### config.mk
export PLATFORM = sky130hd
export DESIGN_NAME = tw_master
export DESIGN_NICKNAME = d
export VERILOG_FILES = /design/src/hw/tw_pkg.sv /design/src/hw/tw_bit_if.sv /design/src/hw/tw_bitgen.sv /design/src/hw/tw_master.sv
export VERILOG_INCLUDE_DIRS = /design/src /design/src/hw
export SDC_FILE = /design/constraint.sdc
export NUM_CORES = 1
export LEC_CHECK = 0
export ABC_CLOCK_PERIOD_IN_PS = 3200
export BUFFER_PORTS_ARGS = -buffer_cell sky130_fd_sc_hd__buf_2
export CAP_MARGIN = 10
export CORE_UTILIZATION = 50
export CTS_BUF_LIST = sky130_fd_sc_hd__clkbuf_4 sky130_fd_sc_hd__clkbuf_8
export DETAILED_ROUTE_END_ITERATION = 6
export PLACE_DENSITY_LB_ADDON = 0.1
export REMOVE_ABC_BUFFERS = 1
export SYNTH_ARGS = -nofsm -noshare
export SYNTH_HDL_FRONTEND = slang
export SYNTH_SLANG_ARGS = --single-unit
### constraint.sdc
create_clock -name clk -period 3.2 [get_ports clk]
set_clock_uncertainty 0.15 [all_clocks]
set_input_delay 0 -clock clk [delete_from_list [all_inputs] [get_ports clk]]
set_output_delay 0 -clock clk [all_outputs]
set_load 0.05 [all_outputs]
### src/hw/tw_defs.svh
`ifndef TW_DEFS_SVH
`define TW_DEFS_SVH

// ****************************************
// Timing
// ****************************************
`define TW_CLK_NS 5
`define TW_STD_KBPS 100
`define TW_FAST_KBPS 400
`define TW_STD_QTR (1000000 / (`TW_STD_KBPS * 4 * `TW_CLK_NS))
`define TW_FAST_QTR (1000000 / (`TW_FAST_KBPS * 4 * `TW_CLK_NS))
`define TW_QTR_W 10

// ****************************************
// Frame fields
// ****************************************
`define TW_DIR_WRITE 1'h0
`define TW_DIR_READ 1'h1
`define TW_LAST_BIT 3'h7
`define TW_LAST_PHASE 2'h3
`define TW_SAMPLE_PHASE 2'h2

`endif

### src/hw/tw_pkg.sv
package tw_pkg;

	typedef enum logic [1:0] {
		TW_OP_START = 2'b00,
		TW_OP_STOP = 2'b01,
		TW_OP_WRITE = 2'b10,
		TW_OP_READ = 2'b11
	} tw_op_type;

	typedef enum logic [3:0] {
		TW_ST_IDLE = 4'b0000,
		TW_ST_START = 4'b0001,
		TW_ST_RESTART = 4'b0010,
		TW_ST_TXBIT = 4'b0011,
		TW_ST_TXACK = 4'b0100,
		TW_ST_LOAD = 4'b0101,
		TW_ST_RXBIT = 4'b0110,
		TW_ST_RXACK = 4'b0111,
		TW_ST_STOP = 4'b1000
	} tw_state_type;

	typedef enum logic [1:0] {
		TW_PART_DEVW = 2'b00,
		TW_PART_ADDR = 2'b01,
		TW_PART_DATA = 2'b10,
		TW_PART_DEVR = 2'b11
	} tw_part_type;

endpackage

### src/hw/tw_bit_if.sv
`timescale 1ns/1ps

interface tw_bit_if;
	import tw_pkg::*;
	logic req;
	tw_op_type op;
	logic wbit;
	logic fast;
	logic ready;
	logic done;
	logic rbit;

	modport ctl (output req, output op, output wbit, output fast,
		input ready, input done, input rbit);
	modport eng (input req, input op, input wbit, input fast,
		output ready, output done, output rbit);
endinterface

### src/hw/tw_bitgen.sv
`timescale 1ns/1ps
`include "tw_defs.svh"

module tw_bitgen #(
	parameter logic [`TW_QTR_W-1:0] STD_QTR = `TW_QTR_W'(`TW_STD_QTR),
	parameter logic [`TW_QTR_W-1:0] FAST_QTR = `TW_QTR_W'(`TW_FAST_QTR)
) (
	// Clock and reset
	input wire logic clk,
	input wire logic rst,
	// Control side
	tw_bit_if.eng bus,
	// Pins
	input wire logic sda_in,
	output logic scl,
	output logic sda_oe
);
	import tw_pkg::*;

	logic [2:0] sync, next_sync;
	logic sda_f, next_sda_f;
	logic busy, next_busy;
	tw_op_type op, next_op;
	logic wbit, next_wbit;
	logic [1:0] ph, next_ph;
	logic [`TW_QTR_W-1:0] cnt, next_cnt, limit;
	logic next_scl, next_sda_oe;
	logic rbit, next_rbit;
	logic done, next_done;

	assign bus.ready = ~busy;
	assign bus.done = done;
	assign bus.rbit = rbit;

	// ****************************************
	// Phase sequencer
	// ****************************************
	always_comb begin
		next_sync = {sync[1:0], sda_in};
		next_sda_f = (sync[1] == sync[2]) ? sync[2] : sda_f;
		next_busy = busy;
		next_op = op;
		next_wbit = wbit;
		next_ph = ph;
		next_cnt = cnt;
		next_rbit = rbit;
		next_done = 1'b0;
		limit = (bus.fast ? FAST_QTR : STD_QTR) - `TW_QTR_W'(1);
		if (!busy) begin
			if (bus.req) begin
				next_busy = 1'b1;
				next_op = bus.op;
				next_wbit = bus.wbit;
				next_ph = 2'h0;
				next_cnt = '0;
			end
		end else if (cnt == limit) begin
			next_cnt = '0;
			next_ph = ph + 2'h1;
			if (ph == `TW_SAMPLE_PHASE)
				next_rbit = sda_f;
			if (ph == `TW_LAST_PHASE) begin
				next_busy = 1'b0;
				next_done = 1'b1;
			end
		end else begin
			next_cnt = cnt + `TW_QTR_W'(1);
		end
		// Pin levels per operation and phase
		next_scl = scl;
		next_sda_oe = sda_oe;
		if (next_busy) begin
			case (next_op)
			TW_OP_START: begin
				next_scl = (next_ph == 2'h0) ? scl : (next_ph != 2'h3);
				next_sda_oe = next_ph[1];
			end
			TW_OP_STOP: begin
				next_scl = (next_ph != 2'h0);
				next_sda_oe = ~next_ph[1];
			end
			TW_OP_WRITE: begin
				next_scl = (next_ph == 2'h1) || (next_ph == 2'h2);
				next_sda_oe = ~next_wbit;
			end
			default: begin
				next_scl = (next_ph == 2'h1) || (next_ph == 2'h2);
				next_sda_oe = 1'b0;
			end
			endcase
		end
	end

	always_ff @(posedge clk or posedge rst) begin
		if (rst) begin
			sync <= 3'h7;
			sda_f <= 1'b1;
			busy <= 1'b0;
			op <= TW_OP_STOP;
			wbit <= 1'b1;
			ph <= 2'h0;
			cnt <= '0;
			scl <= 1'b1;
			sda_oe <= 1'b0;
			rbit <= 1'b1;
			done <= 1'b0;
		end else begin
			sync <= next_sync;
			sda_f <= next_sda_f;
			busy <= next_busy;
			op <= next_op;
			wbit <= next_wbit;
			ph <= next_ph;
			cnt <= next_cnt;
			scl <= next_scl;
			sda_oe <= next_sda_oe;
			rbit <= next_rbit;
			done <= next_done;
		end
	end

endmodule

### src/hw/tw_master.sv
`timescale 1ns/1ps
`include "tw_defs.svh"

// Operation
// - The block is sole master, drives SCL always and ignores arbitration and stretching.
// - SCL runs at a standard or a fast rate chosen per transfer.
// - SDA is only pulled low or released, never driven high.
// - Every address and data byte goes as eight bits, most significant first.
// - The receiver of each byte answers with an acknowledge in the ninth clock.
// - SDA changes only while SCL is low, except for start and stop.
// - Each transfer opens with a start and closes with a stop.
// - When receiving, the block pulls SDA low for the whole acknowledge clock of every byte but the last.
// - A released SDA in the acknowledge clock means not-acknowledge.
// - A write sends start, address with write bit, memory address, data, then stop.
// - The number of memory address bytes is selectable.
// - A read writes the memory address, then restarts with the read bit set.
// - The last byte read is answered with not-acknowledge and then stop.
// - Every byte read but the last is acknowledged.
module tw_master #(
	parameter logic [`TW_QTR_W-1:0] STD_QTR = `TW_QTR_W'(`TW_STD_QTR),
	parameter logic [`TW_QTR_W-1:0] FAST_QTR = `TW_QTR_W'(`TW_FAST_QTR)
) (
	// Clock and reset
	input wire logic clk,
	input wire logic rst,
	// Command
	input wire logic start,
	input wire logic rd,
	input wire logic fast,
	input wire logic [6:0] dev_addr,
	input wire logic [1:0] addr_len,
	input wire logic [15:0] mem_addr,
	input wire logic [7:0] len_m1,
	// Write data
	input wire logic [7:0] tx_data,
	input wire logic tx_valid,
	output logic tx_taken,
	// Read data
	output logic [7:0] rx_data,
	output logic rx_valid,
	// Status
	output logic busy,
	output logic done,
	output logic nack_err,
	// Bus pins
	output logic scl,
	input wire logic sda_in,
	output logic sda_out,
	output logic sda_oe
);
	import tw_pkg::*;

	tw_bit_if bit_bus ();

	tw_state_type state, next_state;
	tw_part_type part, next_part;
	logic [7:0] shift, next_shift;
	logic [2:0] bitn, next_bitn;
	logic [1:0] alen, next_alen;
	logic [15:0] maddr, next_maddr;
	logic [7:0] remain, next_remain;
	logic rd_r, next_rd_r;
	logic [6:0] dev, next_dev;
	logic fast_r, next_fast_r;
	logic pend, next_pend;
	logic next_busy, next_done, next_nack_err;
	logic next_tx_taken, next_rx_valid;
	logic [7:0] next_rx_data;
	logic [7:0] addr_byte;

	// ****************************************
	// Bit engine
	// ****************************************
	tw_bitgen #(
		.STD_QTR(STD_QTR),
		.FAST_QTR(FAST_QTR)
	) u_bitgen (
		.clk(clk),
		.rst(rst),
		.bus(bit_bus.eng),
		.sda_in(sda_in),
		.scl(scl),
		.sda_oe(sda_oe)
	);

	// Open drain: the pin level when enabled is always low
	assign sda_out = 1'b0;

	assign addr_byte = (alen == 2'h2) ? maddr[15:8] : maddr[7:0];

	// ****************************************
	// Bit requests
	// ****************************************
	always_comb begin
		bit_bus.fast = fast_r;
		bit_bus.req = 1'b0;
		bit_bus.op = TW_OP_STOP;
		bit_bus.wbit = 1'b1;
		if (!pend && bit_bus.ready) begin
			case (state)
			TW_ST_START, TW_ST_RESTART: begin
				bit_bus.req = 1'b1;
				bit_bus.op = TW_OP_START;
			end
			TW_ST_TXBIT: begin
				bit_bus.req = 1'b1;
				bit_bus.op = TW_OP_WRITE;
				bit_bus.wbit = shift[7];
			end
			TW_ST_TXACK, TW_ST_RXBIT: begin
				bit_bus.req = 1'b1;
				bit_bus.op = TW_OP_READ;
			end
			TW_ST_RXACK: begin
				bit_bus.req = 1'b1;
				bit_bus.op = TW_OP_WRITE;
				// Low acknowledge unless last byte
				bit_bus.wbit = (remain == 8'h00);
			end
			TW_ST_STOP: begin
				bit_bus.req = 1'b1;
				bit_bus.op = TW_OP_STOP;
			end
			default: begin
				bit_bus.req = 1'b0;
			end
			endcase
		end
	end

	// ****************************************
	// Transfer sequencer
	// ****************************************
	always_comb begin
		next_state = state;
		next_part = part;
		next_shift = shift;
		next_bitn = bitn;
		next_alen = alen;
		next_maddr = maddr;
		next_remain = remain;
		next_rd_r = rd_r;
		next_dev = dev;
		next_fast_r = fast_r;
		next_busy = busy;
		next_done = 1'b0;
		next_nack_err = nack_err;
		next_tx_taken = 1'b0;
		next_rx_valid = 1'b0;
		next_rx_data = rx_data;
		next_pend = pend;
		if (bit_bus.req)
			next_pend = 1'b1;
		if (bit_bus.done)
			next_pend = 1'b0;
		case (state)
		TW_ST_IDLE: begin
			if (start) begin
				next_state = TW_ST_START;
				next_busy = 1'b1;
				next_nack_err = 1'b0;
				next_rd_r = rd;
				next_dev = dev_addr;
				next_fast_r = fast;
				next_alen = addr_len;
				next_maddr = mem_addr;
				next_remain = len_m1;
			end
		end
		TW_ST_START: begin
			if (bit_bus.done) begin
				next_shift = {dev, `TW_DIR_WRITE};
				next_part = TW_PART_DEVW;
				next_bitn = 3'h0;
				next_state = TW_ST_TXBIT;
			end
		end
		TW_ST_RESTART: begin
			if (bit_bus.done) begin
				next_shift = {dev, `TW_DIR_READ};
				next_part = TW_PART_DEVR;
				next_bitn = 3'h0;
				next_state = TW_ST_TXBIT;
			end
		end
		TW_ST_TXBIT: begin
			if (bit_bus.done) begin
				next_shift = {shift[6:0], 1'b0};
				next_bitn = bitn + 3'h1;
				if (bitn == `TW_LAST_BIT)
					next_state = TW_ST_TXACK;
			end
		end
		TW_ST_TXACK: begin
			if (bit_bus.done) begin
				next_bitn = 3'h0;
				if (bit_bus.rbit) begin
					// Slave refused the byte
					next_nack_err = 1'b1;
					next_state = TW_ST_STOP;
				end else begin
					case (part)
					TW_PART_DEVW: begin
						if (alen != 2'h0) begin
							next_part = TW_PART_ADDR;
							next_shift = addr_byte;
							next_state = TW_ST_TXBIT;
						end else if (rd_r) begin
							next_state = TW_ST_RESTART;
						end else begin
							next_state = TW_ST_LOAD;
						end
					end
					TW_PART_ADDR: begin
						next_alen = alen - 2'h1;
						if (alen == 2'h1) begin
							next_state = rd_r ? TW_ST_RESTART : TW_ST_LOAD;
						end else begin
							next_shift = maddr[7:0];
							next_state = TW_ST_TXBIT;
						end
					end
					TW_PART_DATA: begin
						if (remain == 8'h00) begin
							next_state = TW_ST_STOP;
						end else begin
							next_remain = remain - 8'h01;
							next_state = TW_ST_LOAD;
						end
					end
					default: begin
						next_state = TW_ST_RXBIT;
					end
					endcase
				end
			end
		end
		TW_ST_LOAD: begin
			// SCL rests low while the source has no byte
			if (tx_valid) begin
				next_shift = tx_data;
				next_tx_taken = 1'b1;
				next_part = TW_PART_DATA;
				next_bitn = 3'h0;
				next_state = TW_ST_TXBIT;
			end
		end
		TW_ST_RXBIT: begin
			if (bit_bus.done) begin
				next_shift = {shift[6:0], bit_bus.rbit};
				next_bitn = bitn + 3'h1;
				if (bitn == `TW_LAST_BIT)
					next_state = TW_ST_RXACK;
			end
		end
		TW_ST_RXACK: begin
			if (bit_bus.done) begin
				next_rx_data = shift;
				next_rx_valid = 1'b1;
				next_bitn = 3'h0;
				if (remain == 8'h00) begin
					next_state = TW_ST_STOP;
				end else begin
					next_remain = remain - 8'h01;
					next_state = TW_ST_RXBIT;
				end
			end
		end
		TW_ST_STOP: begin
			if (bit_bus.done) begin
				next_state = TW_ST_IDLE;
				next_busy = 1'b0;
				next_done = 1'b1;
			end
		end
		default: begin
			next_state = TW_ST_IDLE;
			next_busy = 1'b0;
		end
		endcase
	end

	always_ff @(posedge clk or posedge rst) begin
		if (rst) begin
			state <= TW_ST_IDLE;
			part <= TW_PART_DEVW;
			shift <= 8'h00;
			bitn <= 3'h0;
			alen <= 2'h0;
			maddr <= 16'h0000;
			remain <= 8'h00;
			rd_r <= 1'b0;
			dev <= 7'h00;
			fast_r <= 1'b0;
			pend <= 1'b0;
			busy <= 1'b0;
			done <= 1'b0;
			nack_err <= 1'b0;
			tx_taken <= 1'b0;
			rx_valid <= 1'b0;
			rx_data <= 8'h00;
		end else begin
			state <= next_state;
			part <= next_part;
			shift <= next_shift;
			bitn <= next_bitn;
			alen <= next_alen;
			maddr <= next_maddr;
			remain <= next_remain;
			rd_r <= next_rd_r;
			dev <= next_dev;
			fast_r <= next_fast_r;
			pend <= next_pend;
			busy <= next_busy;
			done <= next_done;
			nack_err <= next_nack_err;
			tx_taken <= next_tx_taken;
			rx_valid <= next_rx_valid;
			rx_data <= next_rx_data;
		end
	end

endmodule

After elaboration in Yosys (flattened, before gate mapping) --
Cells that the tools add are included.
Operators by class: equality and inequality tests 46, reduce and logical (&&, ||, !) cells 36, mux-type cells 95, add/subtract/negate cells 6, bitwise gates (word level) 4
Operators by type and width (number):
- $mux 8 | 16
- $mux 4 | 14
- $pmux 8 s6 | 1
- $mux 2 | 17
- $pmux 4 s8 | 1
- $mux 10 | 3
- $ne 2x1->1 const B | 13
- $mux 1 | 25
- $pmux 8 s3 | 1
- $ne 2x2->1 const B | 9
- $eq 4x3->1 const B | 4
- $pmux 8 s2 | 1
- $mux 3 | 5
- $reduce_or 7->1 | 2
- $eq 2x2->1 const B | 6
- $pmux 4 s3 | 1
- $reduce_and 11->1 | 1
- $add 10x1->10 const B | 1
- $eq 10x10->1 | 1
- $reduce_and 10->1 | 1
- $reduce_bool 2->1 | 5
- $sub 10x1->10 const B | 1
- $mux 9 | 1
- $pmux 3 s3 | 1
- 35 further kinds | 56
Word-level totals: output and inout port bits 16, input bits 48, logic and storage cells 215, register bits after elaboration 90

Logic depth before layout (Yosys ltp) --
depth in word-level cells 9, gate-level depth with buffers 11, depth with buffers taken out 10

Modules after synthesis --
Synthesis repeated with hierarchy kept, for this count alone.
Second synthesis, totals: cell total of the unflattened synthesis 489, area total of the unflattened synthesis 4993.5 um^2
By module, submodules not included:
- tw_master | times used 1, cells an instance 372, area an instance 3751.1 um^2, seq. area each 1651.6 um^2
- tw_bitgen | times used 1, cells an instance 117, area an instance 1242.4 um^2, seq. area each 610.6 um^2

Least setup slack after synthesis --
No wires, ideal clock.
kind register to register, from register state[0], to register u_bitgen.scl, cell stages (with the launch flop) 12, clock period less this slack 2.413 ns, library setup time 0.073 ns, arrival 2.190 ns, slack 0.787 ns, required time 2.977 ns, buffers on the path 1, cells stage by stage dfrtp_1 buf_2 or4b_1 o21a_1 a21oi_1 a21oi_2 a21o_1 ha_1 inv_1 nor2_1 o31ai_1 o2bb2ai_1
On the way: longest elaborated chain between the ends 9, elaborated cells between the ends (all ways) 33, those cells by class eq/ne: 12; mux: 12; reduce/logical: 9
RTL lines:
- start: declaration | line tw_master.sv:55 | tw_state_type state, next_state;
- start signal: assignment | line tw_master.sv:303 | state <= next_state;
- $eq 4x4->1, or another cell as far along | line tw_master.sv:100 | case (state)
- $reduce_or 7->1 (no line) *
- $mux 1 * | line tw_master.sv:100
- $mux 1 * | line tw_master.sv:99 | if (!pend && bit_bus.ready) begin
- $mux 2 * | line tw_bitgen.sv:50 | if (bus.req) begin
- $mux 2 * | line tw_bitgen.sv:49 | if (!busy) begin
- via u_bitgen.next_ph[0] | line tw_bitgen.sv:25 | logic [1:0] ph, next_ph;
- $ne 2x2->1, or another cell as far along | line tw_bitgen.sv:75 | next_scl = (next_ph == 2'h0) ? scl : (next_ph != 2'h3);
- $mux 1, or another cell as far along | line tw_bitgen.sv:75
- $pmux 1 s2 / $reduce_and 2->1 (equally long branches)
- end signal: assignment | line tw_bitgen.sv:115 | scl <= next_scl;
- end: declaration | line tw_bitgen.sv:15 | output logic scl,
The timed path passes the listed nets; every way through them passes the cells marked *. The select of a mux whose other input is x is not followed. A chain may end at the register's enable or synchronous reset.

Worst setup path after layout --
from register state[1], to register u_bitgen.scl
The elaborated chain is that of the path after synthesis.

==> metrics.txt <==
CTS buffer count 9; dpl hpwl 7.711 mm; diode count 0; Via Count 3987; total wire length 11.26 mm; Setup Buffers After CTS 0; Post-synth top cells dfrtp_1, nand2_1, o21ai_0, mux2_2, a21oi_1; CP endpoint kind register; async set-reset flop share out of synthesis 100.0%; RePlAce Congestion 0.8883; CTS tree yes; flops & latches, synth 90; vias in the first global route 3928; top post-synthesis cells by area dfrtp_1, mux2_2, dfstp_2; Seq/Total Area, Yosys 47.16%; Synth top area share 42.78%; RSZ-0062 raised after global routing no; Hold Path Class in2async; Pre-antenna DRT Iters 6; nets 651; remaining antenna violation count 0; status complete, no violations; CTS sink count 90; Die Y 99.95 um; clk root buf clkbuf_8; mean post-synth cell area 9.932 um^2; CP Data Required Time 3.35 ns; met1 Use GR 35.03%; pwr dens 360.5 mW/mm^2; R2R Setup Slk 0.47 ns; Final setup viols 0; GRT met3 Usage 4.457%; Synth cell types 67; most frequent cell after synthesis dfrtp_1; Worst-path clk slew 0.10 ns; largest area contributor in the netlist dfrtp_1; Overflow after GRT 0; core area 0.009284 mm^2; peak supply drop 0.0002298 V; power share of the sequential group 53.4%; endpoints failing hold 0; area grow syn2layout 23.79%; GRT Max-Usage Layer met2; most used flip-flop cell after synthesis dfrtp_1; max cap viols 0; initial antenna violation count 0; CTS HTree Levels 3; Pint 0.001667 W; Initial Util 51.67%; Critical Path AT 2.88 ns; crit share post-route 85.37%; max-slew violations 0; die width 99.95 um; Mapped Area 0.004797 mm^2; clock latency on the worst-skew pair 0.38 ns; YS warnings 0; Post-Syn Instances 483; met2 usage 37.98%; first-pass GRT wire length 19.22 mm; setup TNS 0 ns; layout cells sized above 1 24.33%; Worst Tran Pin Value 0.6702 ns; critical path fanouts, max 17; port buffer count 62; All-Layer GR Usage 24.61%; Rows 35; vias per cell 5.499; Comb power frac 5.0%; FILL cells 806; DRC Markers 0; Peak Freq 366.1 MHz; final worst path period need 2.732 ns; leakage 2.751 nW; Clock Path Buffers 2; CP Launch Type register; hold slack 0.01129 ns; maximum number of pins on one net before global-route repair 33; Rel. slew slack 55.16%; number of flops mapped to enable cells by yosys 0; die area 0.009990 mm^2; # IOs 64; WL/cell 15.52 um; crit path kind reg2reg; Switching Fraction 22.16%; clock power share 41.6%; NetSw 0.0004744 W; number of DRC markers in iteration 0 260
-- metrics by stage --
stage | total power (W) | setup WS, ns | cells | util [%] | instance area, um^2
final | 0.002141 | 0.4683 | 725 | 63.96 | 5938
after global routing | 0.002219 | 0.3095 | 725 | 63.96 | 5938
after CTS | 0.002159 | 0.4896 | 725 | 63.96 | 5938
after detailed placement | 0.001229 | 0.4825 | 662 | 56.46 | 5241
after global placement | 0.001227 | 0.6186 | 662 | 56.46 | 5241
after floorplan | 0.001189 | 0.5201 | 461 | - | 4693
-- cells in the final DEF, fill, tap and decap left out, types with 8 or more instances in the layout --
cell type      netlist  routed
nand3_1             13      13
nor2_1              23      23
clkbuf_8             0      10
nand2_1             53      53
mux2i_1             14      14
buf_2               11      62
dfstp_2              8       8
dfrtp_1             82      82
inv_1               29      28
a21oi_1             32      32
o21ai_0             40      40
ha_1                12      12
buf_4                2      10
dlygate4sd3_1        0      47
mux2_2              35      35
nor3_1               9       9
-- power by group through the flow --
stage | Clock, W | Sequential (W) | Combinational [W]
after floorplan | 0 | 0.00117 | 0.0000237
after global placement | 0 | 0.00117 | 0.0000608
after detailed placement | 0 | 0.00117 | 0.0000628
after CTS | 0.000908 | 0.00114 | 0.000107
after global routing | 0.000956 | 0.00114 | 0.000118
final | 0.000891 | 0.00114 | 0.000106
-- cells by family after synthesis --
logic type	count (synthesis)	share of synthesized area, %
simple gates	144	15.02
other cells	1	0.07817
fa+ha+maj	13	3.338
flops	90	47.16
buf+inv	53	4.590
compound gates	128	17.76
mux	49	11.14
xor+xnor	5	0.9131
-- final timing paths --
path,start,to,depth (start not counted)
setup / recovery,state[1],u_bitgen.scl,10
hold / removal,rst,maddr[5],3
setup reg to reg,state[1],u_bitgen.scl,10
hold reg to reg,u_bitgen.sync[0],u_bitgen.sync[1],0
max in group asynchronous,rst,u_bitgen.op[0],4
min in group clk,sda_in,u_bitgen.sync[0],2
-- layout make-up --
type,count,area [um^2],area share [%]
multi-input combinational,340,2315,38.98
sequential,90,2262,38.10
timing repair buffer,119,855.8,14.41
tap,129,161.4,2.718
clock buffer,10,137.6,2.318
inverter,31,117.6,1.981
clock inverter,6,88.84,1.496
-- repair_timing --
action,CTS,global route
hold endpoints to repair,72,0
hold buffers,47,0
gates resized for setup,0,0
-- critical path, cell delays in order (launching register included) --
cell and delay (ns):
dfrtp_1 0.57, or4b_1 0.63, o21a_1 0.16, a21oi_1 0.24, a21oi_2 0.07, a21o_1 0.21
ha_1 0.20, inv_1 0.05, nor2_1 0.04, o31ai_1 0.20, o2bb2ai_1 0.15
-- sequential cells by signal, summed over array words and instances (netlist names), 2 cells and up --
signal	cells
shift	8
rx_data	8
state	4
remain	8
bitn	3
maddr	16
alen	2
u_bitgen.cnt	10
u_bitgen.ph	2
part	2
u_bitgen.op	2
dev	7
u_bitgen.sync	3
-- routing by layer --
layer	vias to the layer above	routed length (um)
li1	1953	-
met1	1917	5424
met2	103	5207
met3	14	459
met4	0	163
met5	-	0
Note: power is estimated with default switching activity, not from simulation.
